## src/slfp_map.svh

```systemverilog
// Register offsets, field positions and reset values of the framing registers
`ifndef SLFP_MAP_SVH
`define SLFP_MAP_SVH

// ****************************************************************
// Offsets on the register port
// ****************************************************************
`define SLFP_OFS_OCTETS   12'h58c
`define SLFP_OFS_FRAMES   12'h58d
`define SLFP_OFS_CONVS    12'h58e
`define SLFP_OFS_CSRES    12'h58f

// ****************************************************************
// Field positions
// ****************************************************************
`define SLFP_FRAMES_MSB   4
`define SLFP_CS_MSB       7
`define SLFP_CS_LSB       6
`define SLFP_RES_MSB      4

// ****************************************************************
// Reset values
// ****************************************************************
`define SLFP_RST_OCTETS   8'h00
`define SLFP_RST_FRAMES   5'h1f
`define SLFP_RST_CONVS    8'h01
`define SLFP_RST_CS       2'h0
`define SLFP_RST_RES      5'h0f

`endif

```

## src/slfp_pkg.sv

```systemverilog
// Types shared by the framing register bank
package slfp_pkg;
  typedef logic [7:0]  slfp_byte_t;
  typedef logic [11:0] slfp_addr_t;
  typedef enum logic [1:0] {
    SLFP_CS_NONE,
    SLFP_CS_BIT2,
    SLFP_CS_BIT21,
    SLFP_CS_ALL
  } slfp_cs_t;
endpackage

```

## src/slfp_decode.sv

```systemverilog
// Decoder from stored field codes to framing counts
`timescale 1ns/1ps
`include "slfp_map.svh"
module slfp_decode
  import slfp_pkg::*;
(
  // Stored codes
  input  wire logic [7:0] octets_code,
  input  wire logic [4:0] frames_code,
  input  wire logic [7:0] convs_code,
  input  wire logic [1:0] cs_code,
  input  wire logic [4:0] res_code,
  // Decoded counts
  output logic      [8:0] octets,
  output logic      [5:0] frames,
  output logic      [3:0] convs,
  output logic            convs_ok,
  output logic      [2:0] cs_keep,
  output logic      [5:0] res_bits,
  output logic            res_ok,
  output logic            fk_ok
);
  logic [14:0] fk;

  always_comb begin
    octets = {1'b0, octets_code} + 9'h001;
    frames = {1'b0, frames_code} + 6'h01;
    fk     = 15'(octets) * 15'(frames);
    fk_ok  = (fk[1:0] == 2'h0);
    convs_ok = 1'b1;
    unique case (convs_code)
      8'h00:   convs = 4'h1;
      8'h01:   convs = 4'h2;
      8'h03:   convs = 4'h4;
      8'h07:   convs = 4'h8;
      default: begin
        convs    = 4'h2;
        convs_ok = 1'b0;
      end
    endcase
    unique case (slfp_cs_t'(cs_code))
      SLFP_CS_NONE:  cs_keep = 3'h0;
      SLFP_CS_BIT2:  cs_keep = 3'h4;
      SLFP_CS_BIT21: cs_keep = 3'h6;
      SLFP_CS_ALL:   cs_keep = 3'h7;
    endcase
    res_bits = {1'b0, res_code} + 6'h01;
    res_ok   = (res_code >= 5'h06) && (res_code <= 5'h0f);
  end
endmodule // slfp_decode

```

## src/slfp_regs.sv

```systemverilog
// Framing parameter register bank of the serial transmit link
`timescale 1ns/1ps
`include "slfp_map.svh"
// Overview of operation
// - Octets per frame is field plus one; resets to one octet.
// - Frames per multiframe is 5-bit field plus one; resets to 32.
// - Converter codes 0,1,3,7 give 1,2,4,8 converters; reset gives two.
// - Control-bit code picks none, bit 2, bits 2-1, or all three.
// - Resolution field is bits minus one, 7 to 16 bits; resets 0xF.
// - Resolution codes continue to 14, 15 and 16 bits.
module slfp_regs
  import slfp_pkg::*;
(
  // Clock and reset
  input  wire logic       clock,
  input  wire logic       rst,
  // Register port
  input  wire logic       reg_wr,
  input  wire logic       reg_rd,
  input  wire slfp_addr_t reg_addr,
  input  wire slfp_byte_t reg_wdata,
  output slfp_byte_t      reg_rdata_q,
  // Framing parameters to the framer
  output logic      [8:0] octets_per_frame_q,
  output logic      [5:0] frames_per_multiframe_q,
  output logic      [3:0] converter_count_q,
  output logic      [2:0] control_bits_keep_q,
  output logic      [1:0] control_bits_count_q,
  output logic      [5:0] resolution_bits_q,
  output logic            config_error_q
);
  // ****************************************************************
  // Stored fields
  // ****************************************************************
  slfp_byte_t octets_per_frame_field;
  logic [4:0] frames_per_multiframe_field;
  slfp_byte_t converter_count_field;
  logic [1:0] cs_field;
  logic [4:0] res_field;

  logic [8:0] octets_d;
  logic [5:0] frames_d;
  logic [3:0] convs_d;
  logic [2:0] keep_d;
  logic [5:0] res_d;
  logic       convs_ok;
  logic       res_ok;
  logic       fk_ok;
  slfp_byte_t rdata_d;

  always_ff @(posedge clock or posedge rst) begin
    if (rst) begin
      octets_per_frame_field      <= `SLFP_RST_OCTETS;
      frames_per_multiframe_field <= `SLFP_RST_FRAMES;
      converter_count_field       <= `SLFP_RST_CONVS;
      cs_field                    <= `SLFP_RST_CS;
      res_field                   <= `SLFP_RST_RES;
    end else if (reg_wr) begin
      unique case (reg_addr)
        `SLFP_OFS_OCTETS: octets_per_frame_field <= reg_wdata;
        `SLFP_OFS_FRAMES: frames_per_multiframe_field <=
          reg_wdata[`SLFP_FRAMES_MSB:0];
        `SLFP_OFS_CONVS:  converter_count_field <= reg_wdata;
        `SLFP_OFS_CSRES: begin
          cs_field  <= reg_wdata[`SLFP_CS_MSB:`SLFP_CS_LSB];
          res_field <= reg_wdata[`SLFP_RES_MSB:0];
        end
        default: ;
      endcase
    end
  end

  // ****************************************************************
  // Decode and read-back
  // ****************************************************************
  slfp_decode u_decode (
    .octets_code (octets_per_frame_field),
    .frames_code (frames_per_multiframe_field),
    .convs_code  (converter_count_field),
    .cs_code     (cs_field),
    .res_code    (res_field),
    .octets      (octets_d),
    .frames      (frames_d),
    .convs       (convs_d),
    .convs_ok    (convs_ok),
    .cs_keep     (keep_d),
    .res_bits    (res_d),
    .res_ok      (res_ok),
    .fk_ok       (fk_ok)
  );

  always_comb begin
    unique case (reg_addr)
      `SLFP_OFS_OCTETS: rdata_d = octets_per_frame_field;
      `SLFP_OFS_FRAMES: rdata_d = {3'h0, frames_per_multiframe_field};
      `SLFP_OFS_CONVS:  rdata_d = converter_count_field;
      `SLFP_OFS_CSRES:  rdata_d = {cs_field, 1'b0, res_field};
      default:          rdata_d = 8'h00;
    endcase
  end

  // Read data held between reads so software sees a stable byte
  always_ff @(posedge clock or posedge rst) begin
    if (rst) begin
      reg_rdata_q <= 8'h00;
    end else if (reg_rd) begin
      reg_rdata_q <= rdata_d;
    end
  end

  // ****************************************************************
  // Registered parameters to the framer
  // ****************************************************************
  always_ff @(posedge clock or posedge rst) begin
    if (rst) begin
      octets_per_frame_q      <= 9'h001;
      frames_per_multiframe_q <= 6'h20;
      converter_count_q       <= 4'h2;
      control_bits_keep_q     <= 3'h0;
      control_bits_count_q    <= 2'h0;
      resolution_bits_q       <= 6'h10;
      config_error_q          <= 1'b0;
    end else begin
      octets_per_frame_q      <= octets_d;
      frames_per_multiframe_q <= frames_d;
      converter_count_q       <= convs_d;
      control_bits_keep_q     <= keep_d;
      control_bits_count_q    <= cs_field;
      resolution_bits_q       <= res_d;
      // Flags settings the far end cannot accept; not enforced
      config_error_q <= !fk_ok || !convs_ok || !res_ok;
    end
  end
endmodule // slfp_regs

```

## config.mk

```make
export PLATFORM = sky130hd
export DESIGN_NAME = slfp_regs
export DESIGN_NICKNAME = d
export VERILOG_FILES = /design/src/slfp_pkg.sv /design/src/slfp_decode.sv /design/src/slfp_regs.sv
export VERILOG_INCLUDE_DIRS = /design/src
export SDC_FILE = /design/constraint.sdc
export NUM_CORES = 1
export LEC_CHECK = 0
export BUFFER_PORTS_ARGS = -buffer_cell sky130_fd_sc_hd__buf_2
export CORE_MARGIN = 4
export CORE_UTILIZATION = 30
export DETAILED_ROUTE_END_ITERATION = 8
export GPL_ROUTABILITY_DRIVEN = 0
export PLACE_DENSITY = 0.52
export SLEW_MARGIN = 15
export SYNTH_ARGS = -nofsm -noshare
export SYNTH_HDL_FRONTEND = slang
export SYNTH_HIERARCHICAL = 1
export SYNTH_SLANG_ARGS = --single-unit
export TNS_END_PERCENT = 10
```

## constraint.sdc

```tcl
create_clock -name clock -period 2.3 [get_ports clock]
set_input_delay 0.115 -clock clock [delete_from_list [all_inputs] [get_ports clock]]
set_output_delay 0.115 -clock clock [all_outputs]
set_load 0.1 [all_outputs]
```

Word level (Yosys, flattened, before mapping)

Index checks and enable logic that the tools add are counted.

Add/subtract/negate cells: 3
Multipliers: 1
$lt $le $gt $ge: 2
Eq/ne operators: 10
Multiplexer cells: 4
Reduce and logical (&&, ||, !) cells: 14

Operators by type and width:

| kind                                                                                 | count |
|---|---|
| 12-bit by 11-bit equality test with 1-bit output (second input constant)             | 4 |
| 8-bit case mux with 4 select lines                                                   | 1 |
| 5-bit by 1-bit adder with 6-bit output (second input constant)                       | 2 |
| 3-bit case mux with 4 select lines                                                   | 1 |
| 4-bit case mux with 3 select lines                                                   | 1 |
| 8-bit by 1-bit adder with 9-bit output (second input constant)                       | 1 |
| 9-bit by 6-bit multiplier with 2-bit output                                          | 1 |
| 8-bit by 1-bit equality test with 1-bit output (second input constant)               | 1 |
| 8-bit by 2-bit equality test with 1-bit output (second input constant)               | 1 |
| 8-bit by 3-bit equality test with 1-bit output (second input constant)               | 1 |
| 8-bit zero test                                                                      | 1 |
| 2-bit AND reduction                                                                  | 4 |
| 5-bit by 3-bit greater-or-equal comparator with 1-bit output (second input constant) | 1 |
| 5-bit by 4-bit less-or-equal comparator with 1-bit output (second input constant)    | 1 |
| 2-bit equality test (second input constant)                                          | 2 |
| 2-bit zero test                                                                      | 2 |
| 4-bit OR reduction                                                                   | 1 |
| 1-bit zero test                                                                      | 3 |
| 2-bit by 1-bit equality test with 1-bit output (second input constant)               | 1 |
| 1-bit logical OR                                                                     | 2 |
| 1-bit logical AND                                                                    | 1 |
| 1-bit 2-to-1 mux                                                                     | 1 |

Register bits after elaboration: 67
Bits of input ports: 24
Output and inout bits: 39

Longest topological paths before layout

Gate-level depths: netlist of run 1.

Depth after elaboration: 6
Gate-level depth with buffers: 5
Depth with buffers taken out: 5

Cells and area by module

Netlist of run 1, hierarchy kept.

By module, submodules not included:

| module      | instances | cells an instance | area each (um^2) |
|---|---|---|---|
| slfp_regs   | 1         | 149               | 2514.9 |
| slfp_decode | 1         | 60                | 392.9 |

Least setup slack after synthesis of run 1

No wires, ideal clock.

Path kind: input-to-reg
From: input port reg_addr[5]
To: register cs_field[0]
Setup time: 0.125 ns
Arrival: 1.614 ns
Data required time: 2.175 ns
Path slack: 0.561 ns
Stages on the path: 4
Path buffers: 1
Path through: or4b_4 or4_4 buf_6 mux2_4

Cells in the longest elaborated chain, start to end: 2

Ends and longest elaborated chain:

| item                                             | RTL line        | source |
|---|---|---|
| from (decl)                                      | slfp_regs.sv:20 | `input wire slfp_addr_t reg_addr,` |
| 12-bit by 11-bit equality test with 1-bit output | slfp_regs.sv:59 | `unique case (reg_addr)` |
| 2-bit AND reduction (no source line)             | n/a             |  |
| to (signal assigned)                             | slfp_regs.sv:56 | `` cs_field <= `SLFP_RST_CS; `` |
| to (signal assigned)                             | slfp_regs.sv:65 | `` cs_field <= reg_wdata[`SLFP_CS_MSB:`SLFP_CS_LSB]; `` |
| to (decl)                                        | slfp_regs.sv:38 | `logic [1:0] cs_field;` |

No other way between the ends.
A chain may end at the register's enable or synchronous reset.

Worst setup path in the final report of run 1

From: input port reg_addr[5]
To: register cs_field[1]

Same word-level chain as after synthesis.

==> results of run 1 <==
-- routing by layer --
metal  GRT usage  share of wire  up-vias
met2       0.194           0.50       45
met1       0.156           0.45      918
met4      0.0511          0.012        0
met3      0.0334          0.046        6
li1            -              -      885
met5           0              0        -
-- cell usage after synthesis, drive strengths merged --
| library cell | instances | share of area |
|---|---|---|
| a21o | 1 | 0.0026 |
| a21oi | 1 | 0.0017 |
| a2bb2oi | 1 | 0.0030 |
| a31o | 5 | 0.015 |
| a32oi | 2 | 0.0060 |
| a41o | 1 | 0.0034 |
| and2 | 2 | 0.0043 |
| and3 | 4 | 0.010 |
| buf | 1 | 0.0039 |
| clkbuf | 5 | 0.0065 |
| dfrtp | 53 | 0.46 |
| dfstp | 14 | 0.13 |
| ha | 5 | 0.022 |
| inv | 10 | 0.013 |
| mux2 | 30 | 0.13 |
| mux4 | 5 | 0.039 |
| nand2 | 9 | 0.012 |
| nand2b | 2 | 0.0043 |
| nand3 | 10 | 0.021 |
| nand3b | 2 | 0.0052 |
| nand4 | 2 | 0.0043 |
| nand4bb | 1 | 0.0039 |
| nor2 | 6 | 0.0077 |
| nor2b | 8 | 0.017 |
| nor3 | 5 | 0.010 |
| nor3b | 1 | 0.0026 |
| nor4 | 2 | 0.015 |
| nor4b | 1 | 0.0030 |
| nor4bb | 1 | 0.0034 |
| o21ai | 3 | 0.0052 |
| o22ai | 1 | 0.0022 |
| or2 | 1 | 0.0022 |
| or3 | 1 | 0.0022 |
| or4 | 1 | 0.0039 |
| or4b | 1 | 0.0047 |
| xnor2 | 5 | 0.015 |
| xor2 | 6 | 0.018 |
-- cell families after synthesis --
group / share of synthesized area
compound gates: 0.0392
xor+xnor: 0.0331
fa+ha+maj: 0.0215
buf+inv: 0.0232
flops: 0.583
mux: 0.164
simple gates: 0.136
-- critical path: cells and delay by family --
family	cells	cell delay, ns
muxes	1	0.33
buffers and inverters	1	0.10
and+or+nand+nor	2	1.19
-- power breakdown --
part	internal [mW]	total [mW]	switching (mW)
Clock	0.608	1.06	0.452
Combinational	0.0359	0.122	0.0862
Sequential	1.19	1.19	0.00388
Total	1.83	2.37	0.542
-- cell type report --
class / count / share of cell area
Clock buffer: 9 / 0.0343
Clock inverter: 7 / 0.0256
Inverter: 10 / 0.0104
Multi-Input combinational cell: 126 / 0.317
Sequential cell: 67 / 0.469
Tap cell: 129 / 0.0447
Timing Repair Buffer: 66 / 0.0984
-- registers in the layout, indices dropped and copies added (netlist names) --
| register | flops |
|---|---|
| octets_per_frame_q | 9 |
| converter_count_field | 8 |
| octets_per_frame_field | 8 |
| reg_rdata_q | 8 |
| frames_per_multiframe_q | 6 |
| resolution_bits_q | 6 |
| frames_per_multiframe_field | 5 |
| res_field | 5 |
| converter_count_q | 4 |
| control_bits_keep_q | 3 |
| control_bits_count_q | 2 |
| cs_field | 2 |
| config_error_q | 1 |
-- final timing paths --
kind / slack [ns] / endpoint / startpoint
setup / recovery: 0.78 / cs_field[1] / reg_addr[5]
hold / removal: 0.04 / octets_per_frame_field[5] / reg_wdata[5]
setup reg to reg: 0.79 / config_error_q / res_field[1]
hold reg to reg: 0.48 / frames_per_multiframe_q[5] / frames_per_multiframe_field[3]
max in group asynchronous: 1.21 / octets_per_frame_q[0] / rst
min in group asynchronous: 0.40 / octets_per_frame_q[6] / rst
-- per-stage QoR --
step	util	std cells	total power, mW	setup slack, ns	hold WS [ns]
detailed placement	0.363	397	1.33	0.424	0.225
global route	0.387	414	2.47	0.702	0.0318
finish	0.387	414	2.37	0.781	0.0384
CTS	0.387	414	2.41	0.790	0.0208
floorplan	-	209	1.28	0.525	0.263
global placement	0.363	397	1.33	0.419	0.227
==> impl_metrics.ini, run 1 <==
[yosys]
synth_fp_nets = 238
synth_cell_types = 41
synth_seq_area_share = 0.583
avgSynthCellArea_um2 = 13.9
synthCells = 209
synth_seq_cells = 67
netlist_area_um2 = 2910
yosys_warnings = 6

[finish]
drive_above_1_share = 0.509
seq_area_um2 = 1690
fill_cells = 914
multi_input_area_um2 = 1150
final_nets = 309
final_common_cell = buf_2
final_cell_mix = buf_2 (62), dfrtp_1 (53), mux2_2 (23), dfstp_2 (14)
final_cell_area_um2 = 3610
n_antenna_cell = 0
area_growth_pct = 24.2

[clock_network]
post_cts_resized = 0
cts.path.max_buffers = 2
htree_levels = 3
cts_tree = built
clock_sinks = 67
cts_buffers = 9
clock_latency_ns = 0.34
clockRootBuffer = clkbuf_8
ctsHoldBuffers = 1
post_cts_buffers = 0
clkSlewWorstSetupHoldPaths_ns = 0.07

[worst_setup_path]
worstPathArrival_ns = 1.74
cpPeakStageDelay_ns = 0.61
required_ns = 2.52
cp-end-kind = flip-flop
reg2reg_depth = 5
start_kind = primary input
critPathSlowestCell = or4_4
worstPathCellList = buf_2 > or4b_4 > or4_4 > mux2_4
worstSetupPathType = primary input to flip-flop
cp_max_fo = 7

[drt]
drc = 0
drt_iter0_drc = 68
via_count = 1854
firstDrtPassIters = 4
avgViaCountPerCell = 4.48
wl_um = 6470
drtAntennaViolNets = 0
wl_per_cell_um = 15.6

[placement]
placed_cell_area_um2 = 3380
dp_hpwl_um = 4710
port_buffers = 62

[timing]
fin_crit_ns = 1.52
setup_viol = 0
max_freq_ghz = 0.658
setup-tns-final_ns = 0
drv_slew = 0
final_hold_viol_count = 0
fin_skew_ns = 0.00929
rsz0062_at_grt = no
tightest_slew_ns = 0.614
slew_headroom = 0.590
fin_crit_sh = 0.660

[floorplan]
dieArea_um2 = 11300
dieHeight_um = 106
rows = 35
die_x_um = 106
start_util = 0.312
ios = 63
core_area_um2 = 9330

[worst_hold_path]
hold_class = primary input to flip-flop
worst_hold_path.num_cells = 2

[grt]
grt_pass1_vias = 1950
grt_antenna_before_repair = 0
grt_use_total = 0.122
grt_start_max_net_pins = 40
overflow = 0
grt_first_pass_wirelength_um = 10600

[status]
outcome = complete, no violations

[job]
max_cap_viol_count = 0

[power]
vdd_drop_max_uv = 235
leakage_nw = 1.84
p_per_area_nw_per_um2 = 657
No activity file was read; power rests on OpenSTA's default activity.
==> inputs of run 2 (changes only) <==
- ABC_AREA: not set -> 1
- clock period: 2.3 -> 1.5 ns (I/O delays scaled with it)
==> run 2 against run 1 <==
Register-to-register slack lost 0.66 ns. Synthesized cell count grew 51%. First-iteration DRC count grew 90%. Via count grew 23%. Combinational power grew 56%. Area after synthesis grew 4.7%. Final cell count grew 28%. Setup slack lost 0.65 ns.
==> impl_metrics.ini, run 2 <==
[floorplan]
dieHeight_um = 109
start_util = 0.310
die_x_um = 109
dieArea_um2 = 11800
core_area_um2 = 9820
ios = 63
rows = 36

[job]
max_cap_viol_count = 0

[timing]
drv_slew = 0
holdWs_ns = 0.0202
fin_crit_ns = 1.37
final_hold_viol_count = 0
fin_crit_sh = 0.911
rsz0062_at_grt = no
max_freq_ghz = 0.732
setup_viol = 0
setup-tns-final_ns = 0
tightest_slew_ns = 0.493
setup_ws_ns = 0.133
fin_skew_ns = 0.00811
slew_headroom = 0.673

[finish]
multi_input_area_um2 = 1160
seq_area_um2 = 1690
final_common_cell = nand2_1
regMostFlops = octets_per_frame_q
n_antenna_cell = 0
area_growth_pct = 24.0
final_cell_mix = nand2_1 (77), buf_2 (62), dfrtp_1 (53), nand3_1 (38), inv_1 (33)
final_cell_area_um2 = 3770
drive_above_1_share = 0.354
final_nets = 419
largest_reg_flops = 9
stdcell_count = 528
postLayoutCoreUtil = 0.384
fill_cells = 1031

[placement]
port_buffers = 62
dp_slack_ns = 0.0653
placed_cell_area_um2 = 3550
place_inst = 511
dp_hpwl_um = 5130

[power]
p_switching_uw = 822
p_total_mw = 3.59
pwr-share-clk = 0.439
swShare = 0.229
combPwrFrac = 0.053
vdd_drop_max_uv = 355
leakage_nw = 1.95
pwr-share-seq = 0.508
p_per_area_nw_per_um2 = 951
p_int_mw = 2.77

[worst_setup_path]
start_kind = flip-flop
cp_max_fo = 2
critPathSlowestCell = dfstp_2
worstSetupPathType = flip-flop to flip-flop
required_ns = 1.73
critical_path.top_delay_family = flip-flops
worstPathCellList = ha_1 > inv_1 > nor2_1 > ha_1 > inv_1 > a21boi_1 > nand3_1
cpPeakStageDelay_ns = 0.53
cp-end-kind = flip-flop
worstPathArrival_ns = 1.59
crit_buf_inv = 2

[yosys]
avgSynthCellArea_um2 = 9.67
synth_seq_cells = 67
synth_seq_area_share = 0.556
yosysMostFrequentCell = nand2_1
async_reset_ff_frac = 1.00
synth-edff-count = 0
netlist_area_um2 = 3050
synth_fp_nets = 344
synthCells = 315
synth-main-ff-cell = dfrtp_1
synth_area_leaders = dfrtp_1 (44%), dfstp_2 (12%), nand2_1 (9.5%)
synth_top_area_frac = 0.435
yosysTopAreaCell = dfrtp_1
synth_cell_types = 30
yosys_warnings = 6
yosys-top-cells-count = nand2_1 (77), dfrtp_1 (53), nand3_1 (38)

[clock_network]
post_cts_buffers = 0
clock_sinks = 67
clkSlewWorstSetupHoldPaths_ns = 0.07
htree_levels = 3
cts.path.max_buffers = 2
cts_tree = built
cts_buffers = 9
clock_latency_ns = 0.34
clockRootBuffer = clkbuf_8

[drt]
firstDrtPassIters = 4
drc = 0
via_count = 2282
drtAntennaViolNets = 0
wl_um = 6870
avgViaCountPerCell = 4.32
drt_iter0_drc = 129
wl_per_cell_um = 13.0

[grt]
grt_use_total = 0.127
grt_start_max_net_pins = 68
grt_first_pass_wirelength_um = 11300
grt_antenna_before_repair = 0
overflow = 0
grt_pass1_vias = 2264

[status]
outcome = complete, no violations

[worst_hold_path]
hold_class = primary input to flip-flop
run 2: cell count changes after synthesis, sizes merged, moves of 4 or more:
| cell | delta |
|---|---|
| nand2 | +74 |
| nand3 | +33 |
| o21ai | +31 |
| mux2 | -30 |
| inv | +27 |
| nor2 | +12 |
| nor2b | -8 |
| a31o | -5 |
| buf | +5 |
| mux4 | -5 |
| and3 | -4 |
| clkbuf | -4 |
run 2: cell families after synthesis:
logic type	after synthesis	synth area share
simple gates	153	0.253
fa+ha+maj	5	0.0205
xor+xnor	10	0.0288
flops	67	0.556
compound gates	36	0.0785
buf+inv	44	0.0624
run 2: layout make-up:
| cell class | instances | share of cell area |
|---|---|---|
| inverters | 37 | 0.0378 |
| clock inverters | 3 | 0.0119 |
| well taps | 133 | 0.0441 |
| repair buffers | 71 | 0.104 |
| clock buffers | 13 | 0.0447 |
| flip-flops and latches | 67 | 0.449 |
| multi-input cells | 204 | 0.309 |
run 2: repair_timing:
action | in CTS | in global routing
hold buffers | 1 | 0
endpoints found under the setup margin | 0 | 1
endpoints found under the hold margin | 53 | 0
gates resized for setup | 0 | 2
run 2: final timing paths:
| kind | start | end | slack [ns] | cells past startpoint |
|---|---|---|---|---|
| min | reg_wdata[5] | converter_count_field[5] | 0.02 | 3 |
| max in group asynchronous | rst | res_field[1] | 0.81 | 4 |
| min reg2reg | reg_rdata_q[3] | reg_rdata_q[3] | 0.48 | 2 |
| min in group asynchronous | rst | frames_per_multiframe_q[1] | 0.36 | 4 |
| max | res_field[0] | config_error_q | 0.13 | 7 |
| max reg2reg | res_field[0] | config_error_q | 0.13 | 7 |
run 2: tightest hold or removal path, cell delays in order:
cell and delay [ns]:
buf_2 0.10, inv_1 0.08, o21ai_2 0.06
run 2: power by group through the flow:
stage / Combinational, mW / Sequential, mW / Clock (mW)
global route: 0.212 / 1.82 / 1.72
floorplan: 0.0773 / 1.89 / 0
global placement: 0.191 / 1.86 / 0
detailed placement: 0.194 / 1.86 / 0
finish: 0.190 / 1.82 / 1.58
CTS: 0.196 / 1.82 / 1.63
run 2: layer usage:
| metal | vias up | GRT usage | share of wire |
|---|---|---|---|
| met5 | - | 0 | 0 |
| met1 | 1063 | 0.152 | 0.42 |
| met2 | 52 | 0.213 | 0.51 |
| li1 | 1159 | - | - |
| met4 | 0 | 0.0604 | 0.012 |
| met3 | 8 | 0.0343 | 0.054 |
